### config.mk
export PLATFORM = sky130hd
export DESIGN_NAME = counter_array_modules_watchdog
export DESIGN_NICKNAME = d
export VERILOG_FILES = /design/src/verilog/counter_array_pkg.sv /design/src/verilog/counter_array_cell.sv /design/src/verilog/counter_array_modules_watchdog.sv
export SDC_FILE = /design/constraint.sdc
export NUM_CORES = 1
export LEC_CHECK = 0
export BUFFER_PORTS_ARGS = -buffer_cell sky130_fd_sc_hd__buf_2
export CORE_MARGIN = 1.5
export CORE_UTILIZATION = 30
export DETAILED_ROUTE_END_ITERATION = 16
export PLACE_DENSITY_LB_ADDON = 0.05
export SYNTH_ARGS = -nofsm -noshare
export SYNTH_HDL_FRONTEND = slang
export SYNTH_HIERARCHICAL = 1
export SYNTH_SLANG_ARGS = --single-unit
### constraint.sdc
create_clock -name pclk -period 2.25 [get_ports pclk]
set_clock_uncertainty 0.15 [all_clocks]
set_input_delay 0.1125 -clock pclk [delete_from_list [all_inputs] [get_ports pclk]]
set_output_delay 0.1125 -clock pclk [all_outputs]
set_load 0.05 [all_outputs]
### src/verilog/counter_array_pkg.sv
// constants for the five-module capture/compare counter array
package counter_array_pkg;

  // ----------------------------------------------------------------
  // structure
  // ----------------------------------------------------------------
  localparam int NUM_MODULES     = 5;
  localparam int WATCHDOG_MODULE = 4;
  localparam int CNT_W           = 16;
  localparam int PWM_W           = 8;
  localparam int STAT_W          = 6;

  // ----------------------------------------------------------------
  // register byte offsets
  // ----------------------------------------------------------------
  localparam logic [7:0] CTRL_OFF   = 8'h00;
  localparam logic [7:0] COUNT_OFF  = 8'h04;
  localparam logic [7:0] STAT_OFF   = 8'h08;
  localparam logic [7:0] CLEAR_OFF  = 8'h0C;
  localparam logic [7:0] ENABLE_OFF = 8'h10;
  localparam logic [7:0] MODE_BASE  = 8'h20;
  localparam logic [7:0] VALUE_BASE = 8'h40;
  localparam logic [7:0] STRIDE     = 8'h04;

  // ----------------------------------------------------------------
  // counter_array_control fields
  // ----------------------------------------------------------------
  localparam int CTRL_RUN  = 0;
  localparam int CTRL_WDOG = 1;

  // ----------------------------------------------------------------
  // module_mode_control fields
  // ----------------------------------------------------------------
  localparam int MODE_IRQ_EN  = 0;
  localparam int MODE_PWM     = 1;
  localparam int MODE_FLIP    = 2;
  localparam int MODE_EQ_FLAG = 3;
  localparam int MODE_FALL    = 4;
  localparam int MODE_RISE    = 5;
  localparam logic [7:0] MODE_MASK = 8'h3F;

  // ----------------------------------------------------------------
  // status layout and reset values
  // ----------------------------------------------------------------
  localparam int STAT_OVF = 5;
  localparam logic [1:0]  CTRL_RST  = 2'h0;
  localparam logic [7:0]  MODE_RST  = 8'h00;
  localparam logic [15:0] VALUE_RST = 16'h0000;
  localparam logic [15:0] COUNT_RST = 16'h0000;
  localparam logic [5:0]  STAT_RST  = 6'h00;

endpackage : counter_array_pkg

### src/verilog/counter_array_cell.sv
// one capture/compare module of the counter array
`timescale 1ns/1ns
module counter_array_cell (
  // clock and reset
  input  wire logic        pclk,
  input  wire logic        presetn,
  // shared time base
  input  wire logic [15:0] counter,
  input  wire logic        count_step,
  // software side
  input  wire logic [7:0]  mode,
  input  wire logic        wr_en,
  input  wire logic [15:0] wr_data,
  output logic      [15:0] value,
  output logic             match,
  output logic             event_pulse,
  // pins
  input  wire logic        capture_pin,
  output logic             output_pin
);

  logic [1:0]  sync;
  logic        prev;
  logic [1:0]  next_sync;
  logic        next_prev;
  logic [15:0] next_value;
  logic        next_pin;
  logic        rise;
  logic        fall;
  logic        capture;

  // ----------------------------------------------------------------
  // compare, capture and output logic
  // ----------------------------------------------------------------
  always_comb begin
    next_sync = {sync[0], capture_pin};
    next_prev = sync[1];
    rise = sync[1] & ~prev;
    fall = ~sync[1] & prev;
    capture = (fall & mode[counter_array_pkg::MODE_FALL]) |
              (rise & mode[counter_array_pkg::MODE_RISE]);
    match = count_step & (counter == value);
    event_pulse = (match & mode[counter_array_pkg::MODE_EQ_FLAG]) |
                  capture;
    next_value = value;
    if (wr_en) begin
      next_value = wr_data;
    end
    if (capture) begin
      next_value = counter;
    end
    next_pin = output_pin;
    if (mode[counter_array_pkg::MODE_PWM]) begin
      next_pin = (counter[7:0] >= value[7:0]);
    end else if (match & mode[counter_array_pkg::MODE_FLIP]) begin
      next_pin = ~output_pin;
    end
  end

  always_ff @(posedge pclk or negedge presetn) begin
    if (!presetn) begin
      sync       <= 2'h0;
      prev       <= 1'b0;
      value      <= counter_array_pkg::VALUE_RST;
      output_pin <= 1'b0;
    end else begin
      sync       <= next_sync;
      prev       <= next_prev;
      value      <= next_value;
      output_pin <= next_pin;
    end
  end

  // ----------------------------------------------------------------
  // checks
  // ----------------------------------------------------------------
  chk_flip_on_equal: assert property (@(posedge pclk) disable iff (!presetn)
    match && mode[2] && !mode[1] |=> output_pin != $past(output_pin))
    else $error("output did not invert on equal");
  chk_equal_sets_flag: assert property (@(posedge pclk) disable iff (!presetn)
    match && mode[3] |-> event_pulse)
    else $error("equal did not raise event");
  chk_capture_value: assert property (@(posedge pclk) disable iff (!presetn)
    capture |=> value == $past(counter))
    else $error("capture did not store counter");
  chk_capture_edge_only: assert property (@(posedge pclk)
    disable iff (!presetn)
    capture |-> (rise && mode[5]) || (fall && mode[4]))
    else $error("capture without enabled edge");
  chk_pwm_level: assert property (@(posedge pclk) disable iff (!presetn)
    mode[1] |=> output_pin == ($past(counter[7:0]) >= $past(value[7:0])))
    else $error("pwm level wrong");
  cov_capture: cover property (@(posedge pclk) disable iff (!presetn)
    capture);
  cov_pwm: cover property (@(posedge pclk) disable iff (!presetn)
    mode[1] && output_pin);

endmodule : counter_array_cell

### src/verilog/counter_array_modules_watchdog.sv
// counter array with five capture/compare modules and a watchdog
// ------------------------------------------------------------------
// Overview of operation
// - five modules, each capture, timer, toggling output or 8-bit pwm
// - only module 4 can be the watchdog, else ordinary module
// - every module owns a mode register selecting its function
// - mode bit 0 lets the module event flag raise the interrupt
// - mode bit 1 selects pulse width modulation
// - mode bit 2 inverts the module output on counter equal
// - mode bit 3 sets the event flag on counter equal
// - bit 4 captures falling edges, bit 5 rising, both for either
// - watchdog compares module 4 value with counter, match gives reset
// - watchdog reset is internal only, never shown on reset pin
// - clearing watchdog enable before match prevents reset; set re-arms
// - one shared counter times all modules, writes affect all
// ------------------------------------------------------------------
//
// The register offsets and the APB slave port were left to the implementer.
`timescale 1ns/1ns
module counter_array_modules_watchdog (
  // clock and reset
  input  wire logic        pclk,
  input  wire logic        presetn,
  // apb slave
  input  wire logic        psel,
  input  wire logic        penable,
  input  wire logic        pwrite,
  input  wire logic [7:0]  paddr,
  input  wire logic [31:0] pwdata,
  output logic      [31:0] prdata,
  output logic             pready,
  output logic             pslverr,
  // module pins
  input  wire logic [4:0]  module_capture_pin,
  output logic      [4:0]  module_output_pin,
  // system
  output logic             irq,
  output logic             watchdog_reset
);

  localparam int N = counter_array_pkg::NUM_MODULES;
  localparam int W = counter_array_pkg::WATCHDOG_MODULE;

  logic [1:0]  counter_array_control;
  logic [15:0] counter;
  logic        count_step;
  logic [5:0]  irq_status;
  logic [5:0]  irq_enable;
  logic [7:0]  module_mode_control [N];

  logic [1:0]  next_control;
  logic [15:0] next_counter;
  logic        next_step;
  logic [5:0]  next_status;
  logic [5:0]  next_enable;
  logic [7:0]  next_mode [N];
  logic [31:0] next_prdata;
  logic        next_pready;
  logic        next_pslverr;
  logic        next_irq;
  logic        next_wd_reset;

  logic        wr;
  logic        mapped;
  logic        count_wr;
  logic        overflow;
  logic [5:0]  irq_gate;
  logic [5:0]  next_gate;
  logic [4:0]  value_wr;
  logic [15:0] value [N];
  logic [4:0]  match;
  logic [4:0]  module_n_event_flag;
  logic [4:0]  pin_out;

  // ----------------------------------------------------------------
  // module instances
  // ----------------------------------------------------------------
  genvar g;
  generate
    for (g = 0; g < N; g++) begin : gen_cell
      counter_array_cell u_cell (
        .pclk        (pclk),
        .presetn     (presetn),
        .counter     (counter),
        .count_step  (count_step),
        .mode        (module_mode_control[g]),
        .wr_en       (value_wr[g]),
        .wr_data     (pwdata[15:0]),
        .value       (value[g]),
        .match       (match[g]),
        .event_pulse (module_n_event_flag[g]),
        .capture_pin (module_capture_pin[g]),
        .output_pin  (pin_out[g])
      );
    end
  endgenerate

  assign module_output_pin = pin_out;

  // ----------------------------------------------------------------
  // apb decode and read mux
  // ----------------------------------------------------------------
  always_comb begin
    wr = psel & penable & pready & pwrite;
    count_wr = wr & (paddr == counter_array_pkg::COUNT_OFF);
    value_wr = 5'h00;
    next_pready = psel & penable & ~pready;
    next_prdata = prdata;
    mapped = 1'b0;
    case (paddr)
      counter_array_pkg::CTRL_OFF: begin
        mapped = 1'b1;
        next_prdata = {30'h0, counter_array_control};
      end
      counter_array_pkg::COUNT_OFF: begin
        mapped = 1'b1;
        next_prdata = {16'h0, counter};
      end
      counter_array_pkg::STAT_OFF: begin
        mapped = 1'b1;
        next_prdata = {26'h0, irq_status};
      end
      counter_array_pkg::CLEAR_OFF: begin
        mapped = 1'b1;
        next_prdata = 32'h0;
      end
      counter_array_pkg::ENABLE_OFF: begin
        mapped = 1'b1;
        next_prdata = {26'h0, irq_enable};
      end
      default: begin
        mapped = 1'b0;
      end
    endcase
    for (int i = 0; i < N; i++) begin
      if (paddr == 8'(counter_array_pkg::MODE_BASE +
                      8'(i) * counter_array_pkg::STRIDE)) begin
        mapped = 1'b1;
        next_prdata = {24'h0, module_mode_control[i]};
      end
      if (paddr == 8'(counter_array_pkg::VALUE_BASE +
                      8'(i) * counter_array_pkg::STRIDE)) begin
        mapped = 1'b1;
        next_prdata = {16'h0, value[i]};
        value_wr[i] = wr;
      end
    end
    if (!next_pready) begin
      next_prdata = prdata;
    end
    next_pslverr = next_pready ? ~mapped : pslverr;
  end

  always_ff @(posedge pclk or negedge presetn) begin
    if (!presetn) begin
      pready  <= 1'b0;
      pslverr <= 1'b0;
      prdata  <= 32'h0;
    end else begin
      pready  <= next_pready;
      pslverr <= next_pslverr;
      prdata  <= next_prdata;
    end
  end

  // ----------------------------------------------------------------
  // control, mode registers and shared counter
  // ----------------------------------------------------------------
  always_comb begin
    next_control = counter_array_control;
    next_enable = irq_enable;
    for (int i = 0; i < N; i++) begin
      next_mode[i] = module_mode_control[i];
      if (wr && paddr == 8'(counter_array_pkg::MODE_BASE +
                            8'(i) * counter_array_pkg::STRIDE)) begin
        next_mode[i] = pwdata[7:0] & counter_array_pkg::MODE_MASK;
      end
    end
    if (wr && paddr == counter_array_pkg::CTRL_OFF) begin
      next_control = pwdata[1:0];
    end
    if (wr && paddr == counter_array_pkg::ENABLE_OFF) begin
      next_enable = pwdata[5:0];
    end
    next_counter = counter;
    if (counter_array_control[counter_array_pkg::CTRL_RUN]) begin
      next_counter = 16'(counter + 16'h0001);
    end
    if (count_wr) begin
      next_counter = pwdata[15:0];
    end
    next_step = counter_array_control[counter_array_pkg::CTRL_RUN] |
                count_wr;
    overflow = counter_array_control[counter_array_pkg::CTRL_RUN] &
               (counter == 16'hFFFF) & ~count_wr;
  end

  always_ff @(posedge pclk or negedge presetn) begin
    if (!presetn) begin
      counter_array_control <= counter_array_pkg::CTRL_RST;
      irq_enable            <= counter_array_pkg::STAT_RST;
      counter               <= counter_array_pkg::COUNT_RST;
      count_step            <= 1'b0;
      for (int i = 0; i < N; i++) begin
        module_mode_control[i] <= counter_array_pkg::MODE_RST;
      end
    end else begin
      counter_array_control <= next_control;
      irq_enable            <= next_enable;
      counter               <= next_counter;
      count_step            <= next_step;
      for (int i = 0; i < N; i++) begin
        module_mode_control[i] <= next_mode[i];
      end
    end
  end

  // ----------------------------------------------------------------
  // event flags, interrupt and watchdog
  // ----------------------------------------------------------------
  always_comb begin
    for (int i = 0; i < N; i++) begin
      irq_gate[i] = module_mode_control[i][counter_array_pkg::MODE_IRQ_EN];
      next_gate[i] = next_mode[i][counter_array_pkg::MODE_IRQ_EN];
    end
    irq_gate[counter_array_pkg::STAT_OVF] = 1'b1;
    next_gate[counter_array_pkg::STAT_OVF] = 1'b1;
    next_status = irq_status;
    if (wr && paddr == counter_array_pkg::CLEAR_OFF) begin
      next_status = irq_status & ~pwdata[5:0];
    end
    next_status = next_status | {overflow, module_n_event_flag};
    next_irq = |(next_status & next_enable & next_gate);
    next_wd_reset = counter_array_control[counter_array_pkg::CTRL_WDOG] &
                    match[W];
  end

  always_ff @(posedge pclk or negedge presetn) begin
    if (!presetn) begin
      irq_status     <= counter_array_pkg::STAT_RST;
      irq            <= 1'b0;
      watchdog_reset <= 1'b0;
    end else begin
      irq_status     <= next_status;
      irq            <= next_irq;
      watchdog_reset <= next_wd_reset;
    end
  end

  // ----------------------------------------------------------------
  // checks
  // ----------------------------------------------------------------
  chk_watchdog_fires: assert property (@(posedge pclk) disable iff (!presetn)
    counter_array_control[1] && match[4] |=> watchdog_reset)
    else $error("watchdog match gave no reset");
  chk_watchdog_disabled: assert property (@(posedge pclk)
    disable iff (!presetn)
    !counter_array_control[1] |=> !watchdog_reset)
    else $error("reset while watchdog disabled");
  chk_watchdog_only_mod4: assert property (@(posedge pclk)
    disable iff (!presetn)
    watchdog_reset |-> $past(match[4]))
    else $error("reset without module 4 match");
  chk_irq_level: assert property (@(posedge pclk) disable iff (!presetn)
    (|(irq_status & irq_enable & irq_gate)) [*2] |-> irq)
    else $error("enabled flag gave no interrupt");
  chk_irq_gated: assert property (@(posedge pclk) disable iff (!presetn)
    irq |-> |(irq_status & irq_enable & irq_gate))
    else $error("interrupt without enabled flag");
  chk_counter_shared: assert property (@(posedge pclk)
    disable iff (!presetn)
    counter_array_control[0] && !count_wr |=>
      counter == 16'($past(counter) + 16'h0001))
    else $error("shared counter did not advance");
  chk_set_beats_clear: assert property (@(posedge pclk)
    disable iff (!presetn)
    module_n_event_flag[0] |=> irq_status[0])
    else $error("event flag lost");
  cov_watchdog: cover property (@(posedge pclk) disable iff (!presetn)
    watchdog_reset);
  cov_irq: cover property (@(posedge pclk) disable iff (!presetn)
    irq ##1 !irq);
  cov_overflow: cover property (@(posedge pclk) disable iff (!presetn)
    overflow);

endmodule : counter_array_modules_watchdog

==> impl_metrics.yaml, run 1 <==
run_status:
  status: "complete, but fails checks"
  violations: "design-rule violations, negative setup slack"
sta:
  layout_setup_ws_ns: -0.0304
  number_of_max_slew_violations_in_the_final_report: 0
  min_period_ns: 2.28
  relSlewSlack: 0.545
  hold_viol_final: 0
  rsz0062_at_grt: "yes"
  worstMarginPinSlew_ns: 0.675
  setup-tns-final_ns: -0.0339
  max_freq_ghz: 0.439
  finalSetupViolCount: 2
  finalCritPeriodShare: 1.01
  fin_hold_ws_ns: 0.0178
cts:
  clockBufferDepth: 2
  tritoncts_num_sinks: 181
  h-tree-depth: 4
  clock_insertion_delay_worst_skew_ns: 0.45
  clk_pin_slew_worst_paths_ns: 0.08
  total_clock_buffers_created_by_cts: 17
  clock_tree_from_tritoncts: "built"
  clk_root_buffer_cell: "sky130_fd_sc_hd__clkbuf_16"
power:
  maximum_resistive_drop_on_vdd_uv: 571
  power-per-cell-area_nw_per_um2: 599
  power.switching_fraction: 0.327
  power.combinational.fraction: 0.233
  p_total_mw: 8.70
  clock_group_share_of_total_power: 0.347
  leakage_component_of_the_power_nw: 6.00
  power_switching_mw: 2.84
  internal-power_mw: 5.85
  power.share.sequential: 0.420
synth:
  mean_instance_size_in_the_synthesized_netlist_um2: 9.83
  synth_seq_cells: 181
  ys.warnings.count: 6
  synth.largest_area_cell: "sky130_fd_sc_hd__dfrtp_1"
  synth-async-reset-ratio: 1.00
  syn-cell-area_um2: 11000
  ys.flop_type: "sky130_fd_sc_hd__dfrtp_1"
  synth-seq-area-share: 0.413
  post_synth_num_cell_types: 77
  synthTopCellsByArea: "sky130_fd_sc_hd__dfrtp_1, sky130_fd_sc_hd__mux2i_1, sky130_fd_sc_hd__o21ai_0"
  postSynthCellCount: 1115
  area_share_of_the_largest_cell_type_after_synthesis: 0.413
  synth_enable_flop_cells: 0
global_route:
  grt_max_degree: 54
  total_global_routing_overflow: 0
  antenna_found_initial: 0
  global_routing_usage_summed_across_all_routing_layers: 0.221
  via_count_of_the_first_global_routing_pass: 9363
  global_route_wire_length_before_repair_mm: 61.7
critical_path:
  critPathLaunchType: "flip-flop"
  worst-setup-path-type: "reg -> reg"
  timing.critical_path.required_ns: 2.41
  crit_fanout: 6
  regToRegStartpoint: "counter[4]"
  cp_data_arrival_time_ns: 2.44
  critPathCaptureType: "flip-flop"
  crit_path_start: "counter[4]"
place:
  hpwlAfterDp_mm: 30.5
  gpl.final_weighted_congestion: 0.853
  port_buffers: 58
  placement.setup.worst_slack_ns: -0.179
routing:
  drt-initial-drc-count: 660
  post_route_ant_nets: 0
  wire_per_inst_um: 22.5
  detail_route.wirelength_mm: 41.2
  drt_pre_antenna_iters: 11
  post-route-drc-count: 7
  vias: 9410
  vias_per_cell: 5.15
layout:
  fillCellCount: 3599
  num_antenna_cells: 0
  multi_input_area_um2: 6370
  final_net_count: 1444
  fin_util: 0.406
  final-seq-area_um2: 4540
  area.growth.synth_to_final_pct: 32.4
  final_layout_size_suffix_gt1_frac: 0.309
floorplanning:
  floorplan.initialDensity: 0.307
  chipWidth_um: 194
  design.die.area_um2: 37700
  core_area_um2: 35700
  placement_rows: 69
  io_pins: 91
  dieHeight_um: 194
flow_run:
  maxCapViolations: 0
min_path:
  min-delay-path-class: "in -> async"
per-stage QoR:
step	cells	area [um^2]
2_1_floorplan	1130	11000
3_3_place_gp	1754	13100
3_5_place_dp	1754	13100
4_1_cts	1818	14000
5_1_grt	1827	14500
6_report	1827	14500
cell usage after synthesis, types with 4 or more instances:
cell,n
sky130_fd_sc_hd__a221oi_1,4
sky130_fd_sc_hd__o21a_1,10
sky130_fd_sc_hd__and2_1,4
sky130_fd_sc_hd__o21ai_0,117
sky130_fd_sc_hd__a222oi_1,10
sky130_fd_sc_hd__a22oi_1,19
sky130_fd_sc_hd__dfrtp_1,181
sky130_fd_sc_hd__buf_2,26
sky130_fd_sc_hd__o41ai_1,5
sky130_fd_sc_hd__nor3_4,4
sky130_fd_sc_hd__a2111o_1,5
sky130_fd_sc_hd__or3_1,5
sky130_fd_sc_hd__ha_1,41
sky130_fd_sc_hd__buf_4,19
sky130_fd_sc_hd__xnor2_1,45
sky130_fd_sc_hd__nand4_1,19
sky130_fd_sc_hd__nor2_1,42
sky130_fd_sc_hd__xor2_1,11
sky130_fd_sc_hd__nor2b_1,9
sky130_fd_sc_hd__buf_6,4
sky130_fd_sc_hd__a22o_1,11
sky130_fd_sc_hd__a32oi_1,6
sky130_fd_sc_hd__nand2_1,128
sky130_fd_sc_hd__inv_1,48
sky130_fd_sc_hd__o311ai_1,5
sky130_fd_sc_hd__o21ai_1,7
sky130_fd_sc_hd__a31oi_1,15
sky130_fd_sc_hd__nand3_1,20
sky130_fd_sc_hd__nand2b_1,8
sky130_fd_sc_hd__a21o_1,11
sky130_fd_sc_hd__and4_1,12
sky130_fd_sc_hd__nor3_1,11
sky130_fd_sc_hd__nand3b_1,6
sky130_fd_sc_hd__mux2_2,39
sky130_fd_sc_hd__clkbuf_1,25
sky130_fd_sc_hd__mux2i_1,81
sky130_fd_sc_hd__a21oi_1,36
sky130_fd_sc_hd__and3_1,6
metal layers:
| layer | routed length, um | GRT usage | vias to the layer above | part of all wire |
|---|---|---|---|---|
| met1 | 20600 | 0.329 | 4681 | 0.50 |
| met2 | 18200 | 0.332 | 200 | 0.44 |
| met5 | 0 | 0 | - | 0 |
| li1 | - | - | 4503 | - |
| met4 | 584 | 0.0501 | 0 | 0.014 |
| met3 | 1810 | 0.0393 | 26 | 0.044 |
flip-flops by register name, summed over array words and instances (netlist names):
signal,flops
gen_cell.u_cell/value,80
gen_cell.u_cell/sync,10
prdata,16
irq_enable,6
counter_array_control,2
gen_cell.u_cell/prev,5
irq_gate,5
pslverr,1
pready,1
irq,1
count_step,1
counter,16
module_mode_control,25
irq_status,6
gen_cell.u_cell/output_pin,5
watchdog_reset,1
layout make-up:
cell class              count  area share
multi-input cells         826       0.439
inverters                  48      0.0124
well taps                 461      0.0398
clock inverters            13     0.00854
repair buffers            279       0.156
flip-flops and latches    181       0.313
clock buffers              19      0.0312
cells by family after synthesis:
group                    after synthesis  share of synthesized area
buffers and inverters                123                     0.0543
XOR/XNOR                              56                     0.0448
adder cells (fa/ha/maj)               41                     0.0468
AO/OA/AOI/OAI                        288                      0.173
flip-flops                           181                      0.413
other                                  1                   0.000342
multiplexers                         120                      0.114
AND/OR/NAND/NOR                      305                      0.153
repair_timing:
action	in CTS	in global routing
gates resized for setup	11	58
hold buffers	24	0
endpoints found under the setup margin	6	10
endpoints found under the hold margin	256	0
gates cloned	0	0
pin swaps	11	30
setup buffers	8	9
placed cells by master (no fill, tap or decap), drive strengths merged, types with 12 or more instances in the layout:
cell type,n
buf,254
dfrtp,181
nand2,128
o21ai,125
mux2i,81
inv,51
xnor2,45
nor2,45
ha,41
mux2,39
a21oi,37
dlygate4sd3,24
nand3,21
clkbuf,20
nand4,19
a22oi,19
nor3,18
conb,16
a31oi,16
and4,12
worst paths after layout:
check                                                end  slack (ns)  depth (start not counted)
setup reg to reg           gen_cell[2].u_cell/output_pin       -0.03                          7
hold reg to reg               gen_cell[3].u_cell/sync[1]        0.20                          0
setup / recovery           gen_cell[2].u_cell/output_pin       -0.03                          7
min in group pclk            gen_cell[4].u_cell/value[0]        0.03                          3
hold / removal                   module_mode_control[36]        0.02                          2
max in group asynchronous                         pready        1.25                          3
power by group through the flow:
| stage | Combinational, mW | Sequential [mW] | Clock (mW) |
|---|---|---|---|
| finish | 2.02 | 3.65 | 3.02 |
| global route | 2.18 | 3.69 | 3.23 |
| CTS | 1.89 | 3.65 | 3.11 |
| detailed placement | 1.82 | 3.71 | 0 |
| global placement | 1.82 | 3.70 | 0 |
| floorplan | 0.686 | 4.05 | 0 |
worst max-delay path, cell delays in order (launching register included):
cell and delay, ns:
sky130_fd_sc_hd__dfrtp_2 0.50, sky130_fd_sc_hd__buf_6 0.16, sky130_fd_sc_hd__ha_4 0.24, sky130_fd_sc_hd__and4_4 0.20
sky130_fd_sc_hd__nand4_1 0.14, sky130_fd_sc_hd__buf_4 0.18, sky130_fd_sc_hd__o41ai_2 0.42, sky130_fd_sc_hd__o311ai_4 0.15
No activity file was read; power rests on OpenSTA's default activity.
==> run 2: changes to the inputs <==
--- a/config.mk
+++ b/config.mk
@@ -7,7 +7,7 @@
 export LEC_CHECK = 0
 export BUFFER_PORTS_ARGS = -buffer_cell sky130_fd_sc_hd__buf_2
 export CORE_MARGIN = 1.5
-export CORE_UTILIZATION = 30
+export CORE_UTILIZATION = 55
 export DETAILED_ROUTE_END_ITERATION = 16
 export PLACE_DENSITY_LB_ADDON = 0.05
 export SYNTH_ARGS = -nofsm -noshare
==> run 2 against run 1 <==
Against the previous run:
- the run ends with negative setup slack left
- hold slack improved by 0.043 ns
- maximum frequency is 0.79% lower
- cell area shrank 4.2%
- first-iteration DRC count is 38% higher
- critical path depth is 2 higher
- final cell count down 13%
- die area is 45% lower
- sequential cell count unchanged
- largest power group unchanged
==> impl_metrics.yaml, run 2 (synthesis gave the netlist of run 1 again) <==
routing:
  vias_per_cell: 6.19
  wire_per_inst_um: 22.5
  post_route_ant_nets: 0
  vias: 9877
  drt_pre_antenna_iters: 5
  drt-initial-drc-count: 914
  detail_route.wirelength_mm: 36.0
  post-route-drc-count: 0
layout:
  num_antenna_cells: 0
  fillCellCount: 1495
  layout.cells.non_filler: 1596
  regMostFlops: "gen_cell.u_cell/value"
  biggest_regs: "gen_cell.u_cell/value x80, module_mode_control x25"
  final_net_count: 1409
  final_layout_size_suffix_gt1_frac: 0.283
  fin_util: 0.712
  area.growth.synth_to_final_pct: 26.9
  mostFrequentLayoutCell: "sky130_fd_sc_hd__dfrtp_1"
  largest_register_ff_count: 80
  layout.cells.most_common_list: "sky130_fd_sc_hd__dfrtp_1, sky130_fd_sc_hd__buf_4, sky130_fd_sc_hd__nand2_1, sky130_fd_sc_hd__o21ai_0, sky130_fd_sc_hd__mux2i_1"
cts:
  clock_insertion_delay_worst_skew_ns: 0.44
  tritoncts_num_sinks: 181
  total_clock_buffers_created_by_cts: 17
  clk_pin_slew_worst_paths_ns: 0.08
  clockBufferDepth: 2
  clock_tree_from_tritoncts: "built"
  clk_root_buffer_cell: "sky130_fd_sc_hd__clkbuf_16"
  h-tree-depth: 4
critical_path:
  r2r_cells: 9
  regToRegStartpoint: "counter[7]"
  crit_fanout: 7
  rrSetupSlack_ns: -0.05
  cp_data_arrival_time_ns: 2.52
  critPathCaptureType: "flip-flop"
  critPathLaunchType: "flip-flop"
  worst-setup-path-type: "reg -> reg"
  timing.critical_path.required_ns: 2.47
  r2r_end: "irq"
sta:
  hold_viol_final: 0
  finalSetupViolCount: 3
  finalCritPeriodShare: 1.02
  worstMarginPinSlew_ns: 0.519
  layout_setup_ws_ns: -0.0485
  number_of_max_slew_violations_in_the_final_report: 0
  min_period_ns: 2.30
  max_freq_ghz: 0.435
  rsz0062_at_grt: "yes"
  relSlewSlack: 0.654
run_status:
  status: "complete, but fails checks"
  violations: "negative setup slack"
place:
  placement.setup.worst_slack_ns: -0.156
  place_inst: 1531
  gpl.final_weighted_congestion: 0.987
  hpwlAfterDp_mm: 25.4
  port_buffers: 58
power:
  leakage_component_of_the_power_nw: 5.81
  power.share.sequential: 0.423
  p_total_mw: 8.69
  power.combinational.fraction: 0.218
  power.switching_fraction: 0.334
  clock_group_share_of_total_power: 0.359
  power_switching_mw: 2.90
  internal-power_mw: 5.79
  maximum_resistive_drop_on_vdd_uv: 528
  power-per-cell-area_nw_per_um2: 625
min_path:
  min-delay-path-class: "in -> async"
global_route:
  antenna_found_initial: 0
  via_count_of_the_first_global_routing_pass: 9462
  busiest_layer: "met2"
  global_routing_usage_summed_across_all_routing_layers: 0.352
  grt_max_degree: 58
  grt_use_met3: 0.0738
  total_global_routing_overflow: 0
  met2_usage: 0.524
  gr_layer_usage_met1: 0.509
  global_route_wire_length_before_repair_mm: 53.9
floorplanning:
  io_pins: 91
  floorplan.initialDensity: 0.561
  core_area_um2: 19500
  placement_rows: 51
  dieHeight_um: 144
  chipWidth_um: 144
  design.die.area_um2: 20800
flow_run:
  maxCapViolations: 0
-- run 2: cell types whose count changed in the layout (fill, tap and decap cells not counted), moves of 3 or more --
cell / previous run / this run
sky130_fd_sc_hd__buf_6: 10 / 4
sky130_fd_sc_hd__clkinv_8: 0 / 4
sky130_fd_sc_hd__clkinv_4: 4 / 1
sky130_fd_sc_hd__buf_4: 169 / 145
sky130_fd_sc_hd__inv_8: 0 / 3
sky130_fd_sc_hd__buf_12: 17 / 13
-- run 2: per-stage QoR --
stage	hold WS [ns]	cell area [um^2]	TNS, ns
3_3_place_gp	-0.0328	12600	-0.0990
5_1_grt	0.0941	13900	-0.382
4_1_cts	0.0654	13600	0
3_5_place_dp	-0.0312	12600	-0.238
6_report	0.0604	13900	-0.109
2_1_floorplan	-0.333	11000	-0.0115
-- run 2: cell type report --
class | instances | area [um^2] | area share
inverters | 48 | 180 | 0.0130
flip-flops and latches | 181 | 4540 | 0.327
repair buffers | 244 | 1930 | 0.139
clock buffers | 17 | 425 | 0.0306
clock inverters | 15 | 189 | 0.0136
well taps | 265 | 332 | 0.0238
multi-input cells | 826 | 6300 | 0.453
-- run 2: power groups by stage --
stage	Combinational [mW]	Clock [mW]	Sequential (mW)
finish	1.89	3.12	3.68
global route	2.03	3.27	3.70
CTS	1.76	3.15	3.66
detailed placement	1.69	0	3.72
global placement	1.67	0	3.71
floorplan	0.686	0	4.05
-- run 2: worst max-delay path by stage --
stage / endpoint / startpoint / depth (start not counted) / slack, ns
floorplan: irq / pready / 6 / -0.01
finish: irq / counter[7] / 9 / -0.05
CTS: irq / counter[6] / 9 / 0.003
detailed placement: irq / counter[5] / 9 / -0.16
global route: irq / counter[6] / 9 / -0.11
global placement: irq / counter[5] / 9 / -0.1
-- run 2: critical path, stage by stage (launching register included) --
cell and delay, ns:
sky130_fd_sc_hd__dfrtp_2 0.52, sky130_fd_sc_hd__ha_1 0.37, sky130_fd_sc_hd__and4_1 0.24, sky130_fd_sc_hd__nand4_1 0.16
sky130_fd_sc_hd__nor3_2 0.14, sky130_fd_sc_hd__buf_4 0.15, sky130_fd_sc_hd__a21o_1 0.19, sky130_fd_sc_hd__a21o_1 0.15
sky130_fd_sc_hd__nand3_1 0.09, sky130_fd_sc_hd__nand4_1 0.08
-- run 2: timing repair --
item,4_1_cts,5_1_grt
setup endpoints to repair,4,7
gates cloned,0,0
endpoints found under the hold margin,254,0
hold buffers,24,0
resized for setup,14,37
pin swaps,15,23
setup buffers,2,8
-- run 2: layer usage --
layer,up-vias,share of wire
met2,447,0.45
met1,4915,0.45
met4,0,0.026
met5,-,0
li1,4447,-
met3,68,0.079
